## src/rtl/imptu_map.vh

```
`ifndef IMPTU_MAP_VH
`define IMPTU_MAP_VH

// register byte addresses
`define IMPTU_ADDR_MASK0     32'hFFFF_F100
`define IMPTU_ADDR_MASK1     32'hFFFF_F104
`define IMPTU_ADDR_MASK2     32'hFFFF_F108
`define IMPTU_ADDR_ISL       32'hFFFF_F10C
`define IMPTU_ADDR_PSW       32'hFFFF_F110
`define IMPTU_ADDR_EXC_PC    32'hFFFF_F114
`define IMPTU_ADDR_EXC_PSW   32'hFFFF_F118
`define IMPTU_ADDR_EXC_CAUSE 32'hFFFF_F11C
`define IMPTU_ADDR_WDT       32'hFFFF_F6D0

// reset values
`define IMPTU_MASK_RST       16'hFFFF
`define IMPTU_ISL_RST        8'h00
`define IMPTU_PSW_RST        32'h0000_0020
`define IMPTU_WDT_RST        8'h67
`define IMPTU_WDT_MODE_RST   2'h3

// status word fields
`define IMPTU_PSW_ID         5
`define IMPTU_PSW_EP         6
`define IMPTU_PSW_NP         7

// watchdog mode field
`define IMPTU_WDT_HI         6
`define IMPTU_WDT_LO         5

// trap vectors and cause
`define IMPTU_VEC_LOW        32'h0000_0040
`define IMPTU_VEC_HIGH       32'h0000_0050
`define IMPTU_VEC_SPLIT      4
`define IMPTU_CAUSE_TRAP     16'h0040

// axi responses
`define IMPTU_RESP_OKAY      2'h0
`define IMPTU_RESP_SLVERR    2'h2

`endif

```

## src/rtl/imptu_top.v

```verilog
// Overview of operation
// - mask group bits and per-source mask bits share one storage
// - mask groups take 16-bit access, bytes separately by strobes
// - reset loads every mask group with all ones
// - maskable acknowledge sets in-service bit of its priority level
// - return clears only the highest-priority set in-service bit
// - in-service bits untouched on return from nonmaskable or exception
// - in-service register read-only, resets to zero
// - status bit 5 blocks maskable acknowledge when one
// - disable sets, enable clears, return and load update block flag
// - nonmaskable and exceptions ignore block flag; maskable ack sets it
// - status word resets with only block flag set
// - watchdog mode register resets 67h, byte wide, two-bit mode field
// - software trap always raises an accepted exception
// - trap entry saves return pc and status word
// - trap entry writes cause low half, keeps upper half
// - trap entry sets exception-active and block flags
// - vector 00h-0Fh goes to 40h, 10h-1Fh to 50h
// - return with exception-active restores pc and status from saves
// - status bit 6 is the exception-active flag, set on exception
`include "imptu_map.vh"
`default_nettype none

module imptu_top #(
	parameter NUM_SRC = 43,
	parameter LVL_W   = 3,
	parameter SRC_W   = 6
) (
	input  wire                 CLK_IN,
	input  wire                 ARST_N_IN,
	input  wire [31:0]          AXI_AWADDR_IN,
	input  wire                 AXI_AWVALID_IN,
	output reg                  AXI_AWREADY_OUT,
	input  wire [31:0]          AXI_WDATA_IN,
	input  wire [3:0]           AXI_WSTRB_IN,
	input  wire                 AXI_WVALID_IN,
	output reg                  AXI_WREADY_OUT,
	output reg  [1:0]           AXI_BRESP_OUT,
	output reg                  AXI_BVALID_OUT,
	input  wire                 AXI_BREADY_IN,
	input  wire [31:0]          AXI_ARADDR_IN,
	input  wire                 AXI_ARVALID_IN,
	output reg                  AXI_ARREADY_OUT,
	output reg  [31:0]          AXI_RDATA_OUT,
	output reg  [1:0]           AXI_RRESP_OUT,
	output reg                  AXI_RVALID_OUT,
	input  wire                 AXI_RREADY_IN,
	input  wire                 SRC_MASK_WR_IN,
	input  wire [SRC_W-1:0]     SRC_MASK_IDX_IN,
	input  wire                 SRC_MASK_VAL_IN,
	input  wire                 MI_REQ_IN,
	input  wire [SRC_W-1:0]     MI_REQ_SRC_IN,
	input  wire [LVL_W-1:0]     MI_REQ_LVL_IN,
	input  wire                 INTR_OFF_IN,
	input  wire                 INTR_ON_IN,
	input  wire                 SYSREG_LD_IN,
	input  wire [31:0]          SYSREG_DATA_IN,
	input  wire                 RETURN_FROM_INTR_INSTRUCTION_IN,
	input  wire [31:0]          RETURN_FROM_INTR_INSTRUCTION_PSW_IN,
	input  wire                 TRAP_IN,
	input  wire [4:0]           TRAP_VEC_IN,
	input  wire [31:0]          TRAP_PC_IN,
	output reg                  MI_ACK_OUT,
	output reg                  PC_LOAD_OUT,
	output reg  [31:0]          PC_VALUE_OUT,
	output reg  [31:0]          PSW_OUT,
	output reg  [(1<<LVL_W)-1:0] ISL_OUT,
	output reg  [NUM_SRC-1:0]   MASK_OUT,
	output reg  [1:0]           WDT_MODE_OUT
);

	localparam NLVL   = 1 << LVL_W;
	localparam MASK_W = 48;

	reg  [MASK_W-1:0] mask_reg, mask_next;
	reg  [NLVL-1:0]   isl_reg, isl_next;
	reg  [31:0]       psw_reg, psw_next;
	reg  [31:0]       epc_reg, epc_next;
	reg  [31:0]       epsw_reg, epsw_next;
	reg  [31:0]       cause_reg, cause_next;
	reg  [7:0]        wdt_reg, wdt_next;
	reg               ack_next;
	reg               pcld_next;
	reg  [31:0]       pcval_next;

	reg               aw_full_reg;
	reg  [31:0]       aw_addr_reg;
	reg               w_full_reg;
	reg  [31:0]       w_data_reg;
	reg  [3:0]        w_strb_reg;
	reg  [31:0]       rd_mux;
	reg               rd_hit;
	reg               wr_hit;
	reg               lvl_free;
	reg               clr_done;
	reg  [MASK_W-1:0] mask_rd;
	reg  [31:0]       mask_wr;
	integer           i;

	wire aw_fire = AXI_AWVALID_IN & AXI_AWREADY_OUT;
	wire w_fire  = AXI_WVALID_IN & AXI_WREADY_OUT;
	wire ar_fire = AXI_ARVALID_IN & AXI_ARREADY_OUT;
	// a new write waits until the previous response has been taken
	wire do_wr   = aw_full_reg & w_full_reg & ~AXI_BVALID_OUT;
	wire aw_full_next = (aw_full_reg | aw_fire) & ~do_wr;
	wire w_full_next  = (w_full_reg | w_fire) & ~do_wr;
	wire bvalid_next  = do_wr | (AXI_BVALID_OUT & ~AXI_BREADY_IN);
	wire rvalid_next  = ar_fire | (AXI_RVALID_OUT & ~AXI_RREADY_IN);

	// byte lane merge for writes
	function [31:0] merge;
		input [31:0] old;
		input [31:0] data;
		input [3:0]  strb;
		integer k;
		begin
			merge = old;
			for (k = 0; k < 4; k = k + 1)
				if (strb[k])
					merge[k*8 +: 8] = data[k*8 +: 8];
		end
	endfunction

	// unassigned mask bits read as one; their stored bits are written but never read
	always @*
	begin
		mask_rd = mask_reg;
		for (i = NUM_SRC; i < MASK_W; i = i + 1)
			mask_rd[i] = 1'b1;
	end

	// read decode
	always @*
	begin
		rd_mux = 32'h0000_0000;
		rd_hit = 1'b1;
		case (AXI_ARADDR_IN)
			`IMPTU_ADDR_MASK0:     rd_mux[15:0] = mask_rd[15:0];
			`IMPTU_ADDR_MASK1:     rd_mux[15:0] = mask_rd[31:16];
			`IMPTU_ADDR_MASK2:     rd_mux[15:0] = mask_rd[47:32];
			`IMPTU_ADDR_ISL:       rd_mux[NLVL-1:0] = isl_reg;
			`IMPTU_ADDR_PSW:       rd_mux = psw_reg;
			`IMPTU_ADDR_EXC_PC:    rd_mux = epc_reg;
			`IMPTU_ADDR_EXC_PSW:   rd_mux = epsw_reg;
			`IMPTU_ADDR_EXC_CAUSE: rd_mux = cause_reg;
			`IMPTU_ADDR_WDT:       rd_mux[7:0] = wdt_reg;
			default:               rd_hit = 1'b0;
		endcase
	end

	// next-state logic; one cpu event per cycle is assumed, trap first
	always @*
	begin
		mask_next  = mask_reg;
		isl_next   = isl_reg;
		psw_next   = psw_reg;
		epc_next   = epc_reg;
		epsw_next  = epsw_reg;
		cause_next = cause_reg;
		wdt_next   = wdt_reg;
		ack_next   = 1'b0;
		pcld_next  = 1'b0;
		pcval_next = PC_VALUE_OUT;
		wr_hit     = 1'b1;
		lvl_free   = 1'b1;
		clr_done   = 1'b0;
		mask_wr    = 32'h0000_0000;

		if (do_wr)
		begin
			case (aw_addr_reg)
				// byte lanes per half
				// upper lanes are masked off, so only the low half is kept
				`IMPTU_ADDR_MASK0:
				begin
					mask_wr = merge({16'h0000, mask_reg[15:0]},
						w_data_reg, w_strb_reg & 4'h3);
					mask_next[15:0] = mask_wr[15:0];
				end
				`IMPTU_ADDR_MASK1:
				begin
					mask_wr = merge({16'h0000, mask_reg[31:16]},
						w_data_reg, w_strb_reg & 4'h3);
					mask_next[31:16] = mask_wr[15:0];
				end
				`IMPTU_ADDR_MASK2:
				begin
					mask_wr = merge({16'h0000, mask_reg[47:32]},
						w_data_reg, w_strb_reg & 4'h3);
					mask_next[47:32] = mask_wr[15:0];
				end
				`IMPTU_ADDR_ISL:       wr_hit = 1'b1;
				`IMPTU_ADDR_PSW:
					psw_next = merge(psw_reg, w_data_reg, w_strb_reg);
				`IMPTU_ADDR_EXC_PC:
					epc_next = merge(epc_reg, w_data_reg, w_strb_reg);
				`IMPTU_ADDR_EXC_PSW:
					epsw_next = merge(epsw_reg, w_data_reg, w_strb_reg);
				`IMPTU_ADDR_EXC_CAUSE:
					cause_next = merge(cause_reg, w_data_reg, w_strb_reg);
				`IMPTU_ADDR_WDT:
					if (w_strb_reg[0])
						wdt_next = w_data_reg[7:0];
				default:               wr_hit = 1'b0;
			endcase
		end

		// per-source path writes the same bits
		if (SRC_MASK_WR_IN && (SRC_MASK_IDX_IN < NUM_SRC))
			mask_next[SRC_MASK_IDX_IN] = SRC_MASK_VAL_IN;

		// nesting needs strictly higher priority than every level in service
		for (i = 0; i < NLVL; i = i + 1)
			if (isl_reg[i] && (i <= MI_REQ_LVL_IN))
				lvl_free = 1'b0;

		if (TRAP_IN)
		begin
			epc_next  = TRAP_PC_IN;
			epsw_next = psw_reg;
			cause_next[15:0] = `IMPTU_CAUSE_TRAP | {11'h000, TRAP_VEC_IN};
			psw_next = psw_reg;
			psw_next[`IMPTU_PSW_EP] = 1'b1;
			psw_next[`IMPTU_PSW_ID] = 1'b1;
			pcld_next = 1'b1;
			pcval_next = TRAP_VEC_IN[`IMPTU_VEC_SPLIT] ? `IMPTU_VEC_HIGH
				: `IMPTU_VEC_LOW;
		end
		else if (RETURN_FROM_INTR_INSTRUCTION_IN)
		begin
			if (psw_reg[`IMPTU_PSW_EP])
			begin
				psw_next   = epsw_reg;
				pcld_next  = 1'b1;
				pcval_next = epc_reg;
			end
			else
			begin
				psw_next = RETURN_FROM_INTR_INSTRUCTION_PSW_IN;
				if (!psw_reg[`IMPTU_PSW_NP])
				begin
					for (i = 0; i < NLVL; i = i + 1)
						if (isl_reg[i] && !clr_done)
						begin
							isl_next[i] = 1'b0;
							clr_done = 1'b1;
						end
				end
			end
		end
		else if (SYSREG_LD_IN)
			psw_next = SYSREG_DATA_IN;
		else if (INTR_OFF_IN)
			psw_next[`IMPTU_PSW_ID] = 1'b1;
		else if (INTR_ON_IN)
			psw_next[`IMPTU_PSW_ID] = 1'b0;
		else if (MI_REQ_IN && !psw_reg[`IMPTU_PSW_ID] && lvl_free
			&& (MI_REQ_SRC_IN < NUM_SRC) && !mask_reg[MI_REQ_SRC_IN])
		begin
			ack_next = 1'b1;
			isl_next[MI_REQ_LVL_IN] = 1'b1;
			psw_next[`IMPTU_PSW_ID] = 1'b1;
		end
	end

	// bus handshake and response state
	always @(posedge CLK_IN or negedge ARST_N_IN)
	begin
		if (!ARST_N_IN)
		begin
			aw_full_reg     <= 1'b0;
			aw_addr_reg     <= 32'h0000_0000;
			w_full_reg      <= 1'b0;
			w_data_reg      <= 32'h0000_0000;
			w_strb_reg      <= 4'h0;
			AXI_AWREADY_OUT <= 1'b0;
			AXI_WREADY_OUT  <= 1'b0;
			AXI_BVALID_OUT  <= 1'b0;
			AXI_BRESP_OUT   <= `IMPTU_RESP_OKAY;
			AXI_ARREADY_OUT <= 1'b0;
			AXI_RVALID_OUT  <= 1'b0;
			AXI_RDATA_OUT   <= 32'h0000_0000;
			AXI_RRESP_OUT   <= `IMPTU_RESP_OKAY;
		end
		else
		begin
			aw_full_reg     <= aw_full_next;
			w_full_reg      <= w_full_next;
			AXI_AWREADY_OUT <= ~aw_full_next;
			AXI_WREADY_OUT  <= ~w_full_next;
			AXI_BVALID_OUT  <= bvalid_next;
			AXI_ARREADY_OUT <= ~rvalid_next;
			AXI_RVALID_OUT  <= rvalid_next;
			if (aw_fire)
				aw_addr_reg <= AXI_AWADDR_IN;
			if (w_fire)
			begin
				w_data_reg <= AXI_WDATA_IN;
				w_strb_reg <= AXI_WSTRB_IN;
			end
			if (do_wr)
				AXI_BRESP_OUT <= wr_hit ? `IMPTU_RESP_OKAY : `IMPTU_RESP_SLVERR;
			if (ar_fire)
			begin
				AXI_RDATA_OUT <= rd_mux;
				AXI_RRESP_OUT <= rd_hit ? `IMPTU_RESP_OKAY : `IMPTU_RESP_SLVERR;
			end
		end
	end

	// control state
	always @(posedge CLK_IN or negedge ARST_N_IN)
	begin
		if (!ARST_N_IN)
		begin
			mask_reg     <= {3{`IMPTU_MASK_RST}};
			isl_reg      <= `IMPTU_ISL_RST;
			psw_reg      <= `IMPTU_PSW_RST;
			epc_reg      <= 32'h0000_0000;
			epsw_reg     <= 32'h0000_0000;
			cause_reg    <= 32'h0000_0000;
			wdt_reg      <= `IMPTU_WDT_RST;
			MI_ACK_OUT   <= 1'b0;
			PC_LOAD_OUT  <= 1'b0;
			PC_VALUE_OUT <= 32'h0000_0000;
			PSW_OUT      <= `IMPTU_PSW_RST;
			ISL_OUT      <= `IMPTU_ISL_RST;
			MASK_OUT     <= {NUM_SRC{1'b1}};
			WDT_MODE_OUT <= `IMPTU_WDT_MODE_RST;
		end
		else
		begin
			mask_reg     <= mask_next;
			isl_reg      <= isl_next;
			psw_reg      <= psw_next;
			epc_reg      <= epc_next;
			epsw_reg     <= epsw_next;
			cause_reg    <= cause_next;
			wdt_reg      <= wdt_next;
			MI_ACK_OUT   <= ack_next;
			PC_LOAD_OUT  <= pcld_next;
			PC_VALUE_OUT <= pcval_next;
			PSW_OUT      <= psw_next;
			ISL_OUT      <= isl_next;
			MASK_OUT     <= mask_next[NUM_SRC-1:0];
			WDT_MODE_OUT <= {wdt_next[`IMPTU_WDT_HI], wdt_next[`IMPTU_WDT_LO]};
		end
	end

endmodule // imptu_top

`default_nettype wire

```

## config.mk

```make
export PLATFORM = sky130hd
export DESIGN_NAME = imptu_top
export DESIGN_NICKNAME = d
export VERILOG_FILES = /design/src/rtl/imptu_top.v
export VERILOG_INCLUDE_DIRS = /design/src /design/src/rtl
export SDC_FILE = /design/constraint.sdc
export NUM_CORES = 1
export LEC_CHECK = 0
export BUFFER_PORTS_ARGS = -buffer_cell sky130_fd_sc_hd__buf_4
export CAP_MARGIN = 20
export CORE_UTILIZATION = 35
export DETAILED_ROUTE_END_ITERATION = 12
export GPL_ROUTABILITY_DRIVEN = 1
export SLEW_MARGIN = 0
export SYNTH_ARGS = -nofsm -noshare
export SYNTH_HDL_FRONTEND = slang
export SYNTH_SLANG_ARGS = --single-unit
```

## constraint.sdc

```tcl
create_clock -name CLK_IN -period 6.4 [get_ports CLK_IN]
set_input_delay 0 -clock CLK_IN [delete_from_list [all_inputs] [get_ports CLK_IN]]
set_output_delay 0 -clock CLK_IN [all_outputs]
set_load 0.02 [all_outputs]
```

==> flow_metrics.tcl <==
set metrics [dict create \
    critPathCaptureType "flop" \
    avgSynthCellArea_um2 10.0 \
    path_clk_slew_ns 0.06 \
    clock_path_buffers 3 \
    synth_ff_type "dfrtp_1" \
    crit_path_frequent_cell "dlygate4sd3_1" \
    cts-hold-fix-buffers 220 \
    worst_path_largest_cell_delay_ns 0.61 \
    synth_edf_count 0 \
    yosysMostFrequentCell "dfrtp_1" \
    pwr-share-seq_pct 43.1 \
    netlist-cell-type-count 73 \
    yosysTopAreaCellShare_pct 40.8 \
    rrSetupSlack_ns 3.28 \
    slew_headroom_pct 30.8 \
    synthToLayoutAreaGrowth_pct 39.5 \
    synth_area_leaders "dfrtp_1, dfstp_2, mux2_2" \
    yosys.area.top_type "dfrtp_1" \
    p_total_uw 7590 \
    grt_pass1_wl_mm 99.8 \
    ys_seq_area_share_pct 48.9 \
    startpoint_type "flop" \
    post-route-drc-count 0 \
    finalSetupViolCount 0 \
    final_util_pct 49.9 \
    syn_area_um2 17200 \
    finalCritPeriodShare_pct 48.8 \
    combinationalPowerShare_pct 24.7 \
    worstPathRequired_ns 6.89 \
    rows 80 \
    path_cells "nor2b_2 > buf_4 > a22oi_1 > nand2_1 > dlygate4sd3_1 > mux2i_1 > nand2b_1 > dlygate4sd3_1" \
    viasPerCell 5.45 \
    cts_setup_buffers 0 \
    dieArea_um2 50100 \
    syn_inst 1717 \
    cts_buffers 42 \
    stdcell_count 2933 \
    cts_max_level 2 \
    power_density_nw_per_um2 316 \
    drtPass1Iterations 7 \
    ioPinCount 391 \
    dp.cells 2632 \
    fin_nets 2472 \
    tritoncts "done" \
    rsz0062_at_grt "no" \
    cts_sinks 334 \
    dieWidth_um 224 \
    yosys-top-cells-count "dfrtp_1, nand2_1, a21oi_1" \
    criticalPathCategory "reg -> reg" \
    r2r-end "psw_reg[6]" \
    max-vdd-ir-drop_v 0.000228 \
    p_sw_uw 2540 \
    p_clk_share_pct 32.2 \
    wl_per_cell_um 22.6 \
    fp.dieH_um 224 \
    synth-async-reset-ratio_pct 100 \
    drt_wl_total_mm 66.2 \
    largest_register_ffs 47 \
    gp_congestion 0.887 \
    worstMarginPinSlew_ns 1.04 \
    cap_violations 0 \
    worstSetupStartpoint "psw_reg[6]" \
    drive_gt1_share_pct 31.1 \
    clock.fmax_ghz 0.320 \
    yosys_warnings 0 \
    drt_iter0_markers 1310 \
    min_path_type "in -> async" \
    clock_latency_ns 0.56 \
    drtAntennaViolNets 0 \
    min_period_ns 3.12 \
    grt_overflow 0 \
    r2r_start "psw_reg[6]" \
    postCtsResizedCells 0 \
    arrival_ns 3.61 \
    ys_ff_latch 334 \
    grt_start_max_net_pins 163 \
    tns_ns 0 \
    finalHoldViolations 0 \
    port_buffers 388 \
    fillers 4365 \
    run_status "finished, final reports clean" \
    fin_skew_ns 0.0151 \
    num_vias 16000 \
    initial_core_util_pct 35.8 \
    sw_frac_of_total_pct 33.5 \
    slew_viol_final 0 \
    grt_pass1_vias 16100 \
    rr_worst_depth 8 \
    post-dp-hpwl_mm 47.1 \
    p_int_uw 5040 \
    core_area_um2 48100 \
    antenna_found_initial 2 \
    crit_slowest_cell "nor2b_2" \
    path_max_fanout 23 \
    grt_usage_pct 26.3 \
    root_buffer "clkbuf_16" \
    p_leak_uw 0.0102 \
]
## worst max-delay path: cells and delay by family, from the launching register on
kind                   cells  cell delay, ns
and+or+nand+nor            3            0.78
DFF                        1            0.48
buffers and inverters      3            1.59
AOI/OAI and AO/OA          1            0.12
muxes                      1            0.07
## power by group through the flow
stage / registers (uW) / clock network, uW / logic (uW)
2_1_floorplan: 3050 / 0 / 1050
3_3_place_gp: 3260 / 0 / 1650
3_5_place_dp: 3280 / 0 / 1680
4_1_cts: 3250 / 2490 / 1870
5_1_grt: 3310 / 2570 / 2030
6_report: 3270 / 2440 / 1870
## logic make-up after synthesis
kind of cell | Yosys count | share of synthesized area [%]
AO/OA/AOI/OAI | 506 | 18.4
AND/OR/NAND/NOR | 506 | 14.3
flip-flops | 334 | 48.9
multiplexers | 205 | 13.3
buffers and inverters | 165 | 5.00
other | 1 | 0.0218
## worst max-delay path by stage
stage | slack (ns) | endpoint | depth (start not counted)
final | 3.28 | psw_reg[6] | 8
after global routing | 3.12 | psw_reg[30] | 8
after CTS | 3.32 | psw_reg[6] | 8
after detailed placement | 3.37 | AXI_RDATA_OUT[16] | 8
after global placement | 3.49 | AXI_RDATA_OUT[16] | 8
after floorplan | 4.18 | cause_reg[16] | 7
## layout by cell type, fill, tap and decap left out, drive strengths merged, types with 6 or more instances in the layout
master,n
dlygate4sd3,220
a222oi,8
dfrtp,281
nand4,11
and2,7
clkinv,9
clkbuf,64
mux2i,75
o22a,6
nor2,154
a22o,12
buf,409
a21oi,173
nor3,14
nor2b,37
o21bai,6
mux4,7
dfstp,53
o21ai,118
nand3,16
a22oi,101
mux2,123
nand2,205
a31oi,29
nor4,7
or2,6
a221oi,13
inv,15
nand2b,13
or3,9
## routing by layer
metal	track usage, %	vias to the layer above	part of all wire (%)
met5	0	-	0
met3	4.92	158	7.9
li1	-	7252	-
met4	11.1	0	4.1
met1	35.2	7850	42
met2	41.7	719	46
## metrics by stage
| stage | instance area, um^2 | hold WS (ns) | setup slack (ns) |
|---|---|---|---|
| 4_1_cts | 24000 | 0.0819 | 3.32 |
| 6_report | 24000 | 0.0863 | 3.28 |
| 3_5_place_dp | 20400 | 0.117 | 3.37 |
| 3_3_place_gp | 20400 | 0.107 | 3.49 |
| 5_1_grt | 24000 | 0.150 | 3.12 |
| 2_1_floorplan | 17200 | -0.296 | 4.18 |
## area by class of cell
cell class | count | area (um^2) | share of cell area, %
Timing Repair Buffer | 630 | 5300 | 22.1
Inverter | 14 | 52.6 | 0.219
Sequential cell | 334 | 8420 | 35.1
Clock buffer | 63 | 1300 | 5.43
Tap cell | 656 | 821 | 3.42
Multi-Input combinational cell | 1219 | 7980 | 33.2
Antenna cell | 3 | 7.51 | 0.0313
Clock inverter | 14 | 133 | 0.552
No activity file was read; power rests on OpenSTA's default activity.
